File: src/design/tlbtc_map.svh
`ifndef TLBTC_MAP_SVH
`define TLBTC_MAP_SVH
// field widths
`define TLBTC_TAG_W 8
`define TLBTC_VPN_W 20
`define TLBTC_PPN_W 20
`define TLBTC_CMD_W 3
// flush command encodings
`define TLBTC_CMD_NONE 3'h0
`define TLBTC_CMD_ALL 3'h1
`define TLBTC_CMD_TAG 3'h3
`define TLBTC_CMD_TAG_NG 3'h7
// tag used outside any guest context
`define TLBTC_HOST_TAG 8'h00
// defaults
`define TLBTC_ENTRIES 16
`define TLBTC_PERTAG 1'b1
`endif

File: src/design/tlbtc_pkg.sv
`include "tlbtc_map.svh"
package tlbtc_pkg;
  // one translation entry
  typedef struct packed {
    logic valid;
    logic global_pg;
    logic [`TLBTC_TAG_W-1:0] tag;
    logic [`TLBTC_VPN_W-1:0] vpn;
    logic [`TLBTC_PPN_W-1:0] ppn;
  } tlbtc_entry_t;
  // lookup request
  typedef struct packed {
    logic vld;
    logic [`TLBTC_VPN_W-1:0] vpn;
  } tlbtc_lookup_t;
  // fill request, tagged with the current tag
  typedef struct packed {
    logic vld;
    logic global_pg;
    logic [`TLBTC_VPN_W-1:0] vpn;
    logic [`TLBTC_PPN_W-1:0] ppn;
  } tlbtc_fill_t;
  // tagged page invalidate: address from accumulator_reg, tag from count_reg
  typedef struct packed {
    logic vld;
    logic [`TLBTC_VPN_W-1:0] accumulator_reg;
    logic [`TLBTC_TAG_W-1:0] count_reg;
  } tlbtc_inval_t;
  // guest entry op with its flush_command_field
  typedef struct packed {
    logic vld;
    logic [`TLBTC_TAG_W-1:0] tag;
    logic [`TLBTC_CMD_W-1:0] flush_command_field;
  } tlbtc_entry_op_t;
  // paging-control and system events, one-cycle pulses
  typedef struct packed {
    logic page_table_base_wr;
    logic task_switch_base;
    logic paging_on_toggle;
    logic global_pages_on_toggle;
    logic physical_extension_on_toggle;
    logic large_page_on_toggle;
    logic paging_extension_wr;
    logic sys_mgmt_interrupt;
    logic sys_mgmt_return;
    logic memory_type_range_regs_wr;
    logic io_range_regs_wr;
    logic xlat_sys_reg_wr;
  } tlbtc_evt_t;
  // flush kinds decoded from flush_command_field
  typedef enum logic [1:0] {
    TLBTC_FL_NONE = 2'b00,
    TLBTC_FL_ALL = 2'b01,
    TLBTC_FL_TAG = 2'b10,
    TLBTC_FL_TAG_NG = 2'b11
  } tlbtc_flush_t;
endpackage

File: src/design/tlbtc_top.sv
`timescale 1ns/1ps
`include "tlbtc_map.svh"
module tlbtc_top #(
  parameter int ENTRIES = `TLBTC_ENTRIES,
  parameter bit PERTAG = `TLBTC_PERTAG
) (
  input wire logic SYS_CLK_I,
  input wire logic RESET_I,
  input wire tlbtc_pkg::tlbtc_lookup_t LOOKUP_I,
  input wire tlbtc_pkg::tlbtc_fill_t FILL_I,
  input wire tlbtc_pkg::tlbtc_inval_t INVAL_I,
  input wire tlbtc_pkg::tlbtc_entry_op_t ENTRY_OP_I,
  input wire logic GUEST_EXIT_I,
  input wire tlbtc_pkg::tlbtc_evt_t EVT_I,
  input wire logic INTERCEPT_I,
  output logic HIT_O,
  output logic [`TLBTC_PPN_W-1:0] PPN_O,
  output logic GUEST_EXIT_O,
  output logic CMD_ERROR_O,
  output logic IN_GUEST_O,
  output logic [`TLBTC_TAG_W-1:0] CUR_TAG_O,
  output logic CAP_PERTAG_O
);
  import tlbtc_pkg::*;

  localparam int PW = (ENTRIES > 1) ? $clog2(ENTRIES) : 1;

  // ----------------------------------------
  // state
  // ----------------------------------------
  typedef struct packed {
    tlbtc_entry_t [ENTRIES-1:0] ent;
    logic [PW-1:0] repl;
    logic in_guest;
    logic [`TLBTC_TAG_W-1:0] cur_tag;
    logic hit;
    logic [`TLBTC_PPN_W-1:0] ppn;
    logic guest_exit;
    logic cmd_error;
    logic cap;
  } tlbtc_state_t;

  tlbtc_state_t st;
  tlbtc_state_t next_st;

  // ----------------------------------------
  // helpers
  // ----------------------------------------
  // flush command decode; per-tag codes only when offered
  function automatic tlbtc_flush_t decode_cmd(input logic [`TLBTC_CMD_W-1:0] c,
                                               input logic pertag);
    case (c)
      `TLBTC_CMD_ALL: decode_cmd = TLBTC_FL_ALL;
      `TLBTC_CMD_TAG: decode_cmd = pertag ? TLBTC_FL_TAG : TLBTC_FL_NONE;
      `TLBTC_CMD_TAG_NG: decode_cmd = pertag ? TLBTC_FL_TAG_NG : TLBTC_FL_NONE;
      default: decode_cmd = TLBTC_FL_NONE;
    endcase
  endfunction

  // code outside the supported set
  function automatic logic bad_cmd(input logic [`TLBTC_CMD_W-1:0] c, input logic pertag);
    case (c)
      `TLBTC_CMD_NONE: bad_cmd = 1'b0;
      `TLBTC_CMD_ALL: bad_cmd = 1'b0;
      `TLBTC_CMD_TAG: bad_cmd = !pertag;
      `TLBTC_CMD_TAG_NG: bad_cmd = !pertag;
      default: bad_cmd = 1'b1;
    endcase
  endfunction

  // guest actions that would flush, and thus may be intercepted
  logic guest_flush_act;
  logic intercepted;
  logic sys_flush;
  assign guest_flush_act = EVT_I.page_table_base_wr | EVT_I.task_switch_base
                         | EVT_I.paging_on_toggle | EVT_I.global_pages_on_toggle
                         | EVT_I.physical_extension_on_toggle | EVT_I.large_page_on_toggle
                         | EVT_I.paging_extension_wr;
  assign intercepted = st.in_guest & INTERCEPT_I & guest_flush_act;
  assign sys_flush = EVT_I.sys_mgmt_interrupt | EVT_I.sys_mgmt_return
                   | EVT_I.memory_type_range_regs_wr | EVT_I.io_range_regs_wr
                   | EVT_I.xlat_sys_reg_wr;

  // ----------------------------------------
  // next state
  // ----------------------------------------
  // order inside a cycle: lookup sees old entries, then flushes, invalidate, fill
  always_comb begin
    logic drop_ng;
    logic drop_tag;
    logic drop_all;
    tlbtc_flush_t op_fl;
    next_st = st;
    drop_ng = 1'b0;
    drop_tag = 1'b0;
    drop_all = 1'b0;
    op_fl = TLBTC_FL_NONE;
    next_st.hit = 1'b0;
    next_st.guest_exit = 1'b0;
    next_st.cmd_error = 1'b0;
    next_st.cap = PERTAG;
    // lookup against the current tag only, global or not
    if (LOOKUP_I.vld) begin
      for (int i = 0; i < ENTRIES; i++) begin
        if (st.ent[i].valid && st.ent[i].tag == st.cur_tag
            && st.ent[i].vpn == LOOKUP_I.vpn) begin
          next_st.hit = 1'b1;
          next_st.ppn = st.ent[i].ppn;
        end
      end
    end
    // paging-control flushes scoped to the current tag, unless intercepted
    if (intercepted) begin
      next_st.guest_exit = 1'b1;
      next_st.in_guest = 1'b0;
      next_st.cur_tag = `TLBTC_HOST_TAG;
    end else begin
      drop_ng = EVT_I.page_table_base_wr | EVT_I.task_switch_base;
      drop_tag = EVT_I.paging_extension_wr | EVT_I.paging_on_toggle
               | EVT_I.global_pages_on_toggle | EVT_I.physical_extension_on_toggle
               | EVT_I.large_page_on_toggle;
    end
    drop_all = sys_flush;
    for (int i = 0; i < ENTRIES; i++) begin
      if (drop_all
          || (st.ent[i].tag == st.cur_tag && (drop_tag || (drop_ng && !st.ent[i].global_pg))))
        next_st.ent[i].valid = 1'b0;
    end
    // loads of paging state at entry and exit never flush by themselves
    if (GUEST_EXIT_I && !intercepted) begin
      next_st.in_guest = 1'b0;
      next_st.cur_tag = `TLBTC_HOST_TAG;
    end
    // guest entry: the command is an input, read and never stored or changed
    if (ENTRY_OP_I.vld && !intercepted && !GUEST_EXIT_I) begin
      op_fl = decode_cmd(ENTRY_OP_I.flush_command_field, PERTAG);
      next_st.cmd_error = bad_cmd(ENTRY_OP_I.flush_command_field, PERTAG);
      next_st.in_guest = 1'b1;
      next_st.cur_tag = ENTRY_OP_I.tag;
      for (int i = 0; i < ENTRIES; i++) begin
        case (op_fl)
          TLBTC_FL_ALL: next_st.ent[i].valid = 1'b0;
          TLBTC_FL_TAG: begin
            if (st.ent[i].tag == ENTRY_OP_I.tag)
              next_st.ent[i].valid = 1'b0;
          end
          TLBTC_FL_TAG_NG: begin
            if (st.ent[i].tag == ENTRY_OP_I.tag && !st.ent[i].global_pg)
              next_st.ent[i].valid = 1'b0;
          end
          default: begin
          end
        endcase
      end
    end
    // single page under a named tag; global pages of that tag go too
    if (INVAL_I.vld) begin
      for (int i = 0; i < ENTRIES; i++) begin
        if (st.ent[i].tag == INVAL_I.count_reg && st.ent[i].vpn == INVAL_I.accumulator_reg)
          next_st.ent[i].valid = 1'b0;
      end
    end
    // fill into the round-robin slot under the tag in force this cycle
    if (FILL_I.vld) begin
      next_st.ent[st.repl].valid = 1'b1;
      next_st.ent[st.repl].global_pg = FILL_I.global_pg;
      next_st.ent[st.repl].tag = st.cur_tag;
      next_st.ent[st.repl].vpn = FILL_I.vpn;
      next_st.ent[st.repl].ppn = FILL_I.ppn;
      next_st.repl = (st.repl == PW'(ENTRIES - 1)) ? '0 : PW'(st.repl + 1'b1);
    end
  end

  // ----------------------------------------
  // registers
  // ----------------------------------------
  // reset zeroes the whole state: entries, round-robin slot, guest flag, tag and registered outputs
  always_ff @(posedge SYS_CLK_I) begin
    if (RESET_I)
      st <= '0;
    else
      st <= next_st;
  end

  assign HIT_O = st.hit;
  assign PPN_O = st.ppn;
  assign GUEST_EXIT_O = st.guest_exit;
  assign CMD_ERROR_O = st.cmd_error;
  assign IN_GUEST_O = st.in_guest;
  assign CUR_TAG_O = st.cur_tag;
  assign CAP_PERTAG_O = st.cap;

  // ----------------------------------------
  // checks
  // ----------------------------------------
  logic [ENTRIES-1:0] vmask;
  logic [ENTRIES-1:0] tag_here;
  logic quiet;
  always_comb begin
    for (int i = 0; i < ENTRIES; i++) begin
      vmask[i] = st.ent[i].valid;
      tag_here[i] = st.ent[i].valid && st.ent[i].tag == st.cur_tag;
    end
  end
  assign quiet = !FILL_I.vld && !INVAL_I.vld && !guest_flush_act && !sys_flush;

  reset_clear_a: assert property (@(posedge SYS_CLK_I) RESET_I |=> vmask == '0)
    else $error("entries valid after reset");
  zero_tag_a: assert property (@(posedge SYS_CLK_I) disable iff (RESET_I)
    !IN_GUEST_O |-> CUR_TAG_O == `TLBTC_HOST_TAG)
    else $error("nonzero tag outside guest");
  exit_intercept_a: assert property (@(posedge SYS_CLK_I) disable iff (RESET_I)
    (intercepted && quiet == 1'b0 && !FILL_I.vld && !INVAL_I.vld && !sys_flush)
    |=> GUEST_EXIT_O && vmask == $past(vmask))
    else $error("intercepted action flushed or no exit");
  full_flush_a: assert property (@(posedge SYS_CLK_I) disable iff (RESET_I)
    (ENTRY_OP_I.vld && ENTRY_OP_I.flush_command_field == `TLBTC_CMD_ALL && !intercepted
     && !GUEST_EXIT_I && !FILL_I.vld) |=> vmask == '0)
    else $error("full flush left entries");
  sysmgmt_flush_a: assert property (@(posedge SYS_CLK_I) disable iff (RESET_I)
    (sys_flush && !FILL_I.vld) |=> vmask == '0)
    else $error("system event left entries");
  foreign_tag_a: assert property (@(posedge SYS_CLK_I) disable iff (RESET_I)
    (LOOKUP_I.vld && tag_here == '0) |=> !HIT_O)
    else $error("hit across tags");
  no_load_flush_a: assert property (@(posedge SYS_CLK_I) disable iff (RESET_I)
    (quiet && (GUEST_EXIT_I || (ENTRY_OP_I.vld
     && ENTRY_OP_I.flush_command_field == `TLBTC_CMD_NONE))) |=> vmask == $past(vmask))
    else $error("state load flushed entries");
  cap_const_a: assert property (@(posedge SYS_CLK_I) disable iff (RESET_I)
    $past(!RESET_I) |-> CAP_PERTAG_O == PERTAG)
    else $error("capability wrong");
  single_inval_a: assert property (@(posedge SYS_CLK_I) disable iff (RESET_I)
    (INVAL_I.vld && !FILL_I.vld && !guest_flush_act && !sys_flush && !ENTRY_OP_I.vld)
    |=> $countones(vmask) + 1 >= $countones($past(vmask)))
    else $error("invalidate removed too much");

  hit_c: cover property (@(posedge SYS_CLK_I) disable iff (RESET_I) HIT_O && IN_GUEST_O);
  exit_c: cover property (@(posedge SYS_CLK_I) disable iff (RESET_I) GUEST_EXIT_O);
  tagfl_c: cover property (@(posedge SYS_CLK_I) disable iff (RESET_I)
    ENTRY_OP_I.vld && ENTRY_OP_I.flush_command_field == `TLBTC_CMD_TAG_NG && vmask != '0);
  err_c: cover property (@(posedge SYS_CLK_I) disable iff (RESET_I) CMD_ERROR_O);
endmodule

File: config.mk
export PLATFORM = sky130hd
export DESIGN_NAME = tlbtc_top
export DESIGN_NICKNAME = d
export VERILOG_FILES = /design/src/design/tlbtc_pkg.sv /design/src/design/tlbtc_top.sv
export VERILOG_INCLUDE_DIRS = /design/src /design/src/design
export SDC_FILE = /design/constraint.sdc
export NUM_CORES = 2
export LEC_CHECK = 0
export BUFFER_PORTS_ARGS = -buffer_cell sky130_fd_sc_hd__buf_2
export CORE_ASPECT_RATIO = 0.8
export CORE_MARGIN = 8
export CORE_UTILIZATION = 60
export CTS_CLUSTER_DIAMETER = 80
export DETAILED_ROUTE_END_ITERATION = 6
export PLACE_DENSITY = 0.77
export SYNTH_ARGS = -nofsm -noshare
export SYNTH_HDL_FRONTEND = slang
export SYNTH_SLANG_ARGS = --single-unit
File: constraint.sdc
create_clock -name SYS_CLK_I -period 5.65 [get_ports SYS_CLK_I]
set_input_delay 0.2825 -clock SYS_CLK_I [delete_from_list [all_inputs] [get_ports SYS_CLK_I]]
set_output_delay 0.2825 -clock SYS_CLK_I [all_outputs]
set_load 0.02 [all_outputs]
Word level (Yosys, flattened, before mapping)
Cells that the tools add are included.
W data, S select, Z words.
{"block": "totals", "output_inout_bits": 33, "regBits": 837, "wordCells": 508, "input_bits": 120}
{"block": "op_classes", "n_addsub": 1, "order_cmp": 2, "reduce_logical": 157, "bitwise_logic": 18, "n_mux": 155, "eq_ne": 87}
{"cell": "$bwmux W800", "n": 5}
{"cell": "$demux W50 S4", "n": 5}
{"cell": "$mux W804", "n": 1}
{"cell": "$eq A20 B20 Y1", "n": 32}
{"cell": "$eq A8 B8 Y1", "n": 48}
{"cell": "$mux W21", "n": 16}
{"cell": "$mux W1", "n": 101}
{"cell": "$logic_and A1 B1 Y1", "n": 100}
{"cell": "$mux W50", "n": 1}
{"cell": "$mux W49", "n": 1}
{"cell": "$mux W48", "n": 1}
{"cell": "$pmux W1 S3", "n": 16}
{"cell": "$mux W40", "n": 1}
{"cell": "$logic_or A1 B1 Y1", "n": 32}
{"cell": "$mux W9", "n": 3}
{"cell": "$mux W20", "n": 1}
{"cell": "$logic_not A1 Y1", "n": 18}
{"cell": "$reduce_bool A16 Y1", "n": 1}
{"cell": "$or A1 B1 Y1", "n": 14}
{"cell": "$pmux W2 S3", "n": 1}
{"cell": "$lt A4 B5 Y1 const B", "n": 1}
{"cell": "$add A4 B1 Y4 const B", "n": 1}
{"cell": "$eq A2 B2 Y1 const B", "n": 2}
{"cell": "$eq A4 B4 Y1 const B", "n": 1}
{"cell": "other kinds (14)", "n": 17}

Logic depth before layout (Yosys ltp)
{"block": "logic_depth", "ltp_word": 24, "mapped_depth": 14, "mapped_depth_nobuf": 9}

Worst setup path before layout
No wires, ideal clock.
{"block": "synth_timing", "path_type": "register to register", "from": "register st (netlist bit CUR_TAG_O[1])", "to": "register st (netlist bit PPN_O[15])", "t_arrival_ps": 2792, "synth_period_minus_slack_ps": 2908, "setup_slack_ps": 2742, "path_buffers": 4, "required_ps": 5534, "setup_ps": 116, "stages_incl_launch_ff": 14, "path_cell_list": "dfxtp_1 > buf_6 > buf_6 > xor2_1 > nor4_1 > nand2_1 > or4_4 > and3_4 > and4_4 > buf_6 > buf_6 > a2111oi_2 > a211oi_1 > a31o_1"}
{"block": "synth_between", "elab_chain_len": 18, "elab_cells_between_ends": 65, "cone_classes": "16 x eq/ne; 15 x mux; 34 x reduce/logical"}
{"item": "start, declared", "line": "tlbtc_top.sv:43", "source": "tlbtc_state_t st;"}
{"item": "start signal, assigned", "line": "tlbtc_top.sv:182", "source": "st <= next_st;"}
{"item": "$eq A8 B8 Y1"}
{"item": "$logic_and A1 B1 Y1"}
{"item": "$logic_and A1 B1 Y1", "line": "tlbtc_top.sv:106", "source": "&& st.ent[i].vpn == LOOKUP_I.vpn) begin"}
{"item": "$mux W21 (15 in series)", "line": "tlbtc_top.sv:105", "source": "if (st.ent[i].valid && st.ent[i].tag == st.cur_tag"}
Several ways; a longest one is shown, not always the timed one.
A chain may end at the register's enable or synchronous reset.

Worst setup path in the final report
{"block": "layout_timing", "from": "register st (netlist bit CUR_TAG_O[4])", "to": "register st (netlist bit PPN_O[19])"}
The elaborated chain is that of the path after synthesis.

==> flow_metrics.py <==
metrics = {
    "run_status": {
        "status": "finished, violations left",
        "violations": "DRC",
    },
    "power": {
        "switching_power_mw": 3.49,
        "power.density_nw_per_um2": 273,
        "peakVddDrop_v": 0.000232,
        "sequentialPowerShare_pct": 45.8,
        "swShare_pct": 26.5,
        "p_leak_nw": 17.5,
        "power_mw": 13.1,
        "combPwrFrac_pct": 9.4,
        "p_clk_share_pct": 44.9,
        "p_int_mw": 9.65,
    },
    "floorplanning": {
        "fp-row-count": 90,
        "initial_core_util_pct": 60.2,
        "coreArea_um2": 75000,
        "fp.dieH_um": 261,
        "fp.dieW_um": 323,
        "io-pin-count": 153,
        "fp.dieArea_um2": 84300,
    },
    "place": {
        "dpl-instance-area_um2": 45200,
        "gp_congestion": 1.04,
        "preCtsSetupSlack_ps": 1350,
        "dp_hpwl_um": 116000,
        "io_buffers": 152,
        "place_inst": 6668,
    },
    "worst_setup_path": {
        "worstPathCellList": "buf_4 > xor2_1 > nor4_1 > nand2_1 > nor4_4 > buf_4 > nor4b_1 > a41oi_1 > mux2i_1 > o22ai_1",
        "endpoint": "PPN_O[19]",
        "crit_family": "simple AND/OR/NAND/NOR gates",
        "startpoint_type": "flip-flop",
        "path_common_cell": "buf_4",
        "crit_cells": 10,
        "crit_path_start": "CUR_TAG_O[4]",
        "critPathKind": "flip-flop to flip-flop",
        "critPathRequiredTime_ps": 6140,
        "critPathArrivalTime_ps": 5220,
        "slowest_stage": "nor4_4",
        "end_kind": "flip-flop",
        "cpPeakStageDelay_ps": 750,
        "rr_worst_depth": 10,
        "critPathMaxFanout": 59,
        "r2r_slack_ps": 920,
        "reg2reg_to": "PPN_O[19]",
        "critical_path_buf_inv_count": 2,
        "reg2reg_from": "CUR_TAG_O[4]",
    },
    "route": {
        "drt_wl_total_um": 178000,
        "wire_per_inst_um": 26.0,
        "drt_iter0_drc": 7055,
        "ant_nets": 0,
        "viasPerCell": 6.40,
        "firstDrtPassIters": 7,
        "vias": 43800,
        "drc": 2,
    },
    "global_routing": {
        "overflow": 0,
        "antenna_found_initial": 11,
        "grt_pass1_wl_um": 260000,
        "first_global_vias": 40200,
        "grt_max_degree": 205,
        "globalRouteTotalUtil_pct": 40.5,
    },
    "sta": {
        "fin_crit_sh_pct": 83.8,
        "tns_ps": 0,
        "finalSetupViolCount": 0,
        "fin_skew_ps": 21.4,
        "timing.hold.ws_ps": 48.7,
        "slew_headroom_pct": 15.8,
        "slew_viol_final": 0,
        "final_hold_viol_count": 0,
        "tightest_slew_ps": 1250,
        "rsz0062_at_grt": "no",
        "period_needed_ps": 4730,
        "max_freq_mhz": 211,
        "finalWorstSetupSlack_ps": 918,
    },
    "run": {
        "cap_viol_max_count": 0,
    },
    "clocking": {
        "clk_latency_ps": 660,
        "clockBufferDepth": 3,
        "cts_tree": "done",
        "cts.sinks": 837,
        "cts_root_buf": "clkbuf_16",
        "cts_resized": 0,
        "cts_made_buffers": 86,
        "clkTransAtPathRegs_ps": 60,
        "h-tree-depth": 3,
        "cts_setup_buffers": 0,
        "holdBufCountCts": 6,
    },
    "yosys": {
        "netlist_instances": 6038,
        "ys.flop_type": "dfxtp_1",
        "async_reset_ff_share_pct": 0,
        "synth_fp_nets": 6162,
        "yosysWarnings": 0,
        "synth_seq_cells": 837,
        "netlist_area_um2": 45100,
        "ys_types": 67,
        "synth_area_per_cell_um2": 7.48,
        "yosysSeqAreaShare_pct": 37.1,
        "synth_edf_count": 0,
    },
    "final_layout": {
        "mostFrequentLayoutCells": "nand2_1, a21oi_1, dfxtp_1, xor2_1, xnor2_1",
        "area_growth_syn_to_layout_pct": 6.78,
        "final_nets": 5874,
        "final_area_um2": 48200,
        "layout-drive-gt1-share_pct": 8.10,
        "fin_util_pct": 64.3,
        "layout_commonest_cell": "nand2_1",
        "stdcell_count": 6838,
    },
    "hold_path": {
        "hp-class": "primary input to flip-flop",
    },
}
-- cells by family after synthesis --
| kind of cell | after synthesis | synth area share, % |
|---|---|---|
| buf+inv | 681 | 6.37 |
| fa+ha+maj | 4 | 0.111 |
| xor+xnor | 1020 | 19.8 |
| flops | 837 | 37.1 |
| mux | 10 | 0.222 |
| simple gates | 2337 | 22.0 |
| compound gates | 1149 | 14.4 |
-- power groups by stage --
stage	registers, mW	logic, mW	clock network, mW
2_1_floorplan	6.11	0.764	0
3_3_place_gp	6.14	1.15	0
3_5_place_dp	6.14	1.15	0
4_1_cts	6.01	1.16	5.87
5_1_grt	6.01	1.25	6.09
6_report	6.02	1.23	5.89
-- routing by layer --
metal / track usage, % / vias to the layer above / part of all wire, %
met5: 0 / - / 0.026
met2: 56.1 / 3361 / 40
met1: 55.3 / 20500 / 39
met4: 21.3 / 6 / 5.8
li1: - / 19200 / -
met3: 13.8 / 668 / 16
-- how the worst min path moves through the flow --
stage,startpoint,end,slack (ps),depth (start not counted)
final,ENTRY_OP_I[11],CMD_ERROR_O,50,3
after global routing,ENTRY_OP_I[11],CMD_ERROR_O,60,3
after CTS,ENTRY_OP_I[11],CMD_ERROR_O,20,3
after detailed placement,flip-flop,flip-flop,440,2
after global placement,flip-flop,flip-flop,440,2
after floorplan,flip-flop,flip-flop,430,2
-- cell type report --
cell class,count,area [um^2]
antenna,10,25.0
clock buffer,130,2610
clock inverter,24,248
fill,6639,26800
inverter,72,270
multi-input combinational,4520,25600
sequential,837,16800
tap,1012,1270
timing repair buffer,233,1410
-- tightest hold or removal path: stages --
cell     delay [ps]
buf_2           240
nand2_1         110
nor2_1           30
-- synthesized netlist by cell type (all sizes together), types with 3 or more instances --
master / instances / share of area (%)
a2111oi: 19 / 0.52
a211o: 18 / 0.35
a211oi: 20 / 0.33
a21oi: 874 / 9.7
a311o: 6 / 0.13
a31o: 31 / 0.60
a31oi: 32 / 0.44
and2: 19 / 0.26
and3: 22 / 0.32
buf: 130 / 1.8
clkbuf: 479 / 4.0
dfxtp: 837 / 37
ha: 4 / 0.11
inv: 71 / 0.59
mux2i: 10 / 0.22
nand2: 1662 / 14
nand2b: 3 / 0.042
nand3: 101 / 1.1
nand4: 119 / 1.6
nor2: 145 / 1.2
nor3: 69 / 0.78
nor4: 137 / 1.9
o211ai: 17 / 0.28
o21a: 14 / 0.23
o21ai: 64 / 0.71
o21bai: 6 / 0.10
o221ai: 18 / 0.35
o311a: 6 / 0.13
o311ai: 13 / 0.25
or2: 19 / 0.26
or3: 26 / 0.36
or4: 6 / 0.11
xnor2: 476 / 9.2
xor2: 544 / 11
Power figures use the tool's default switching activity.
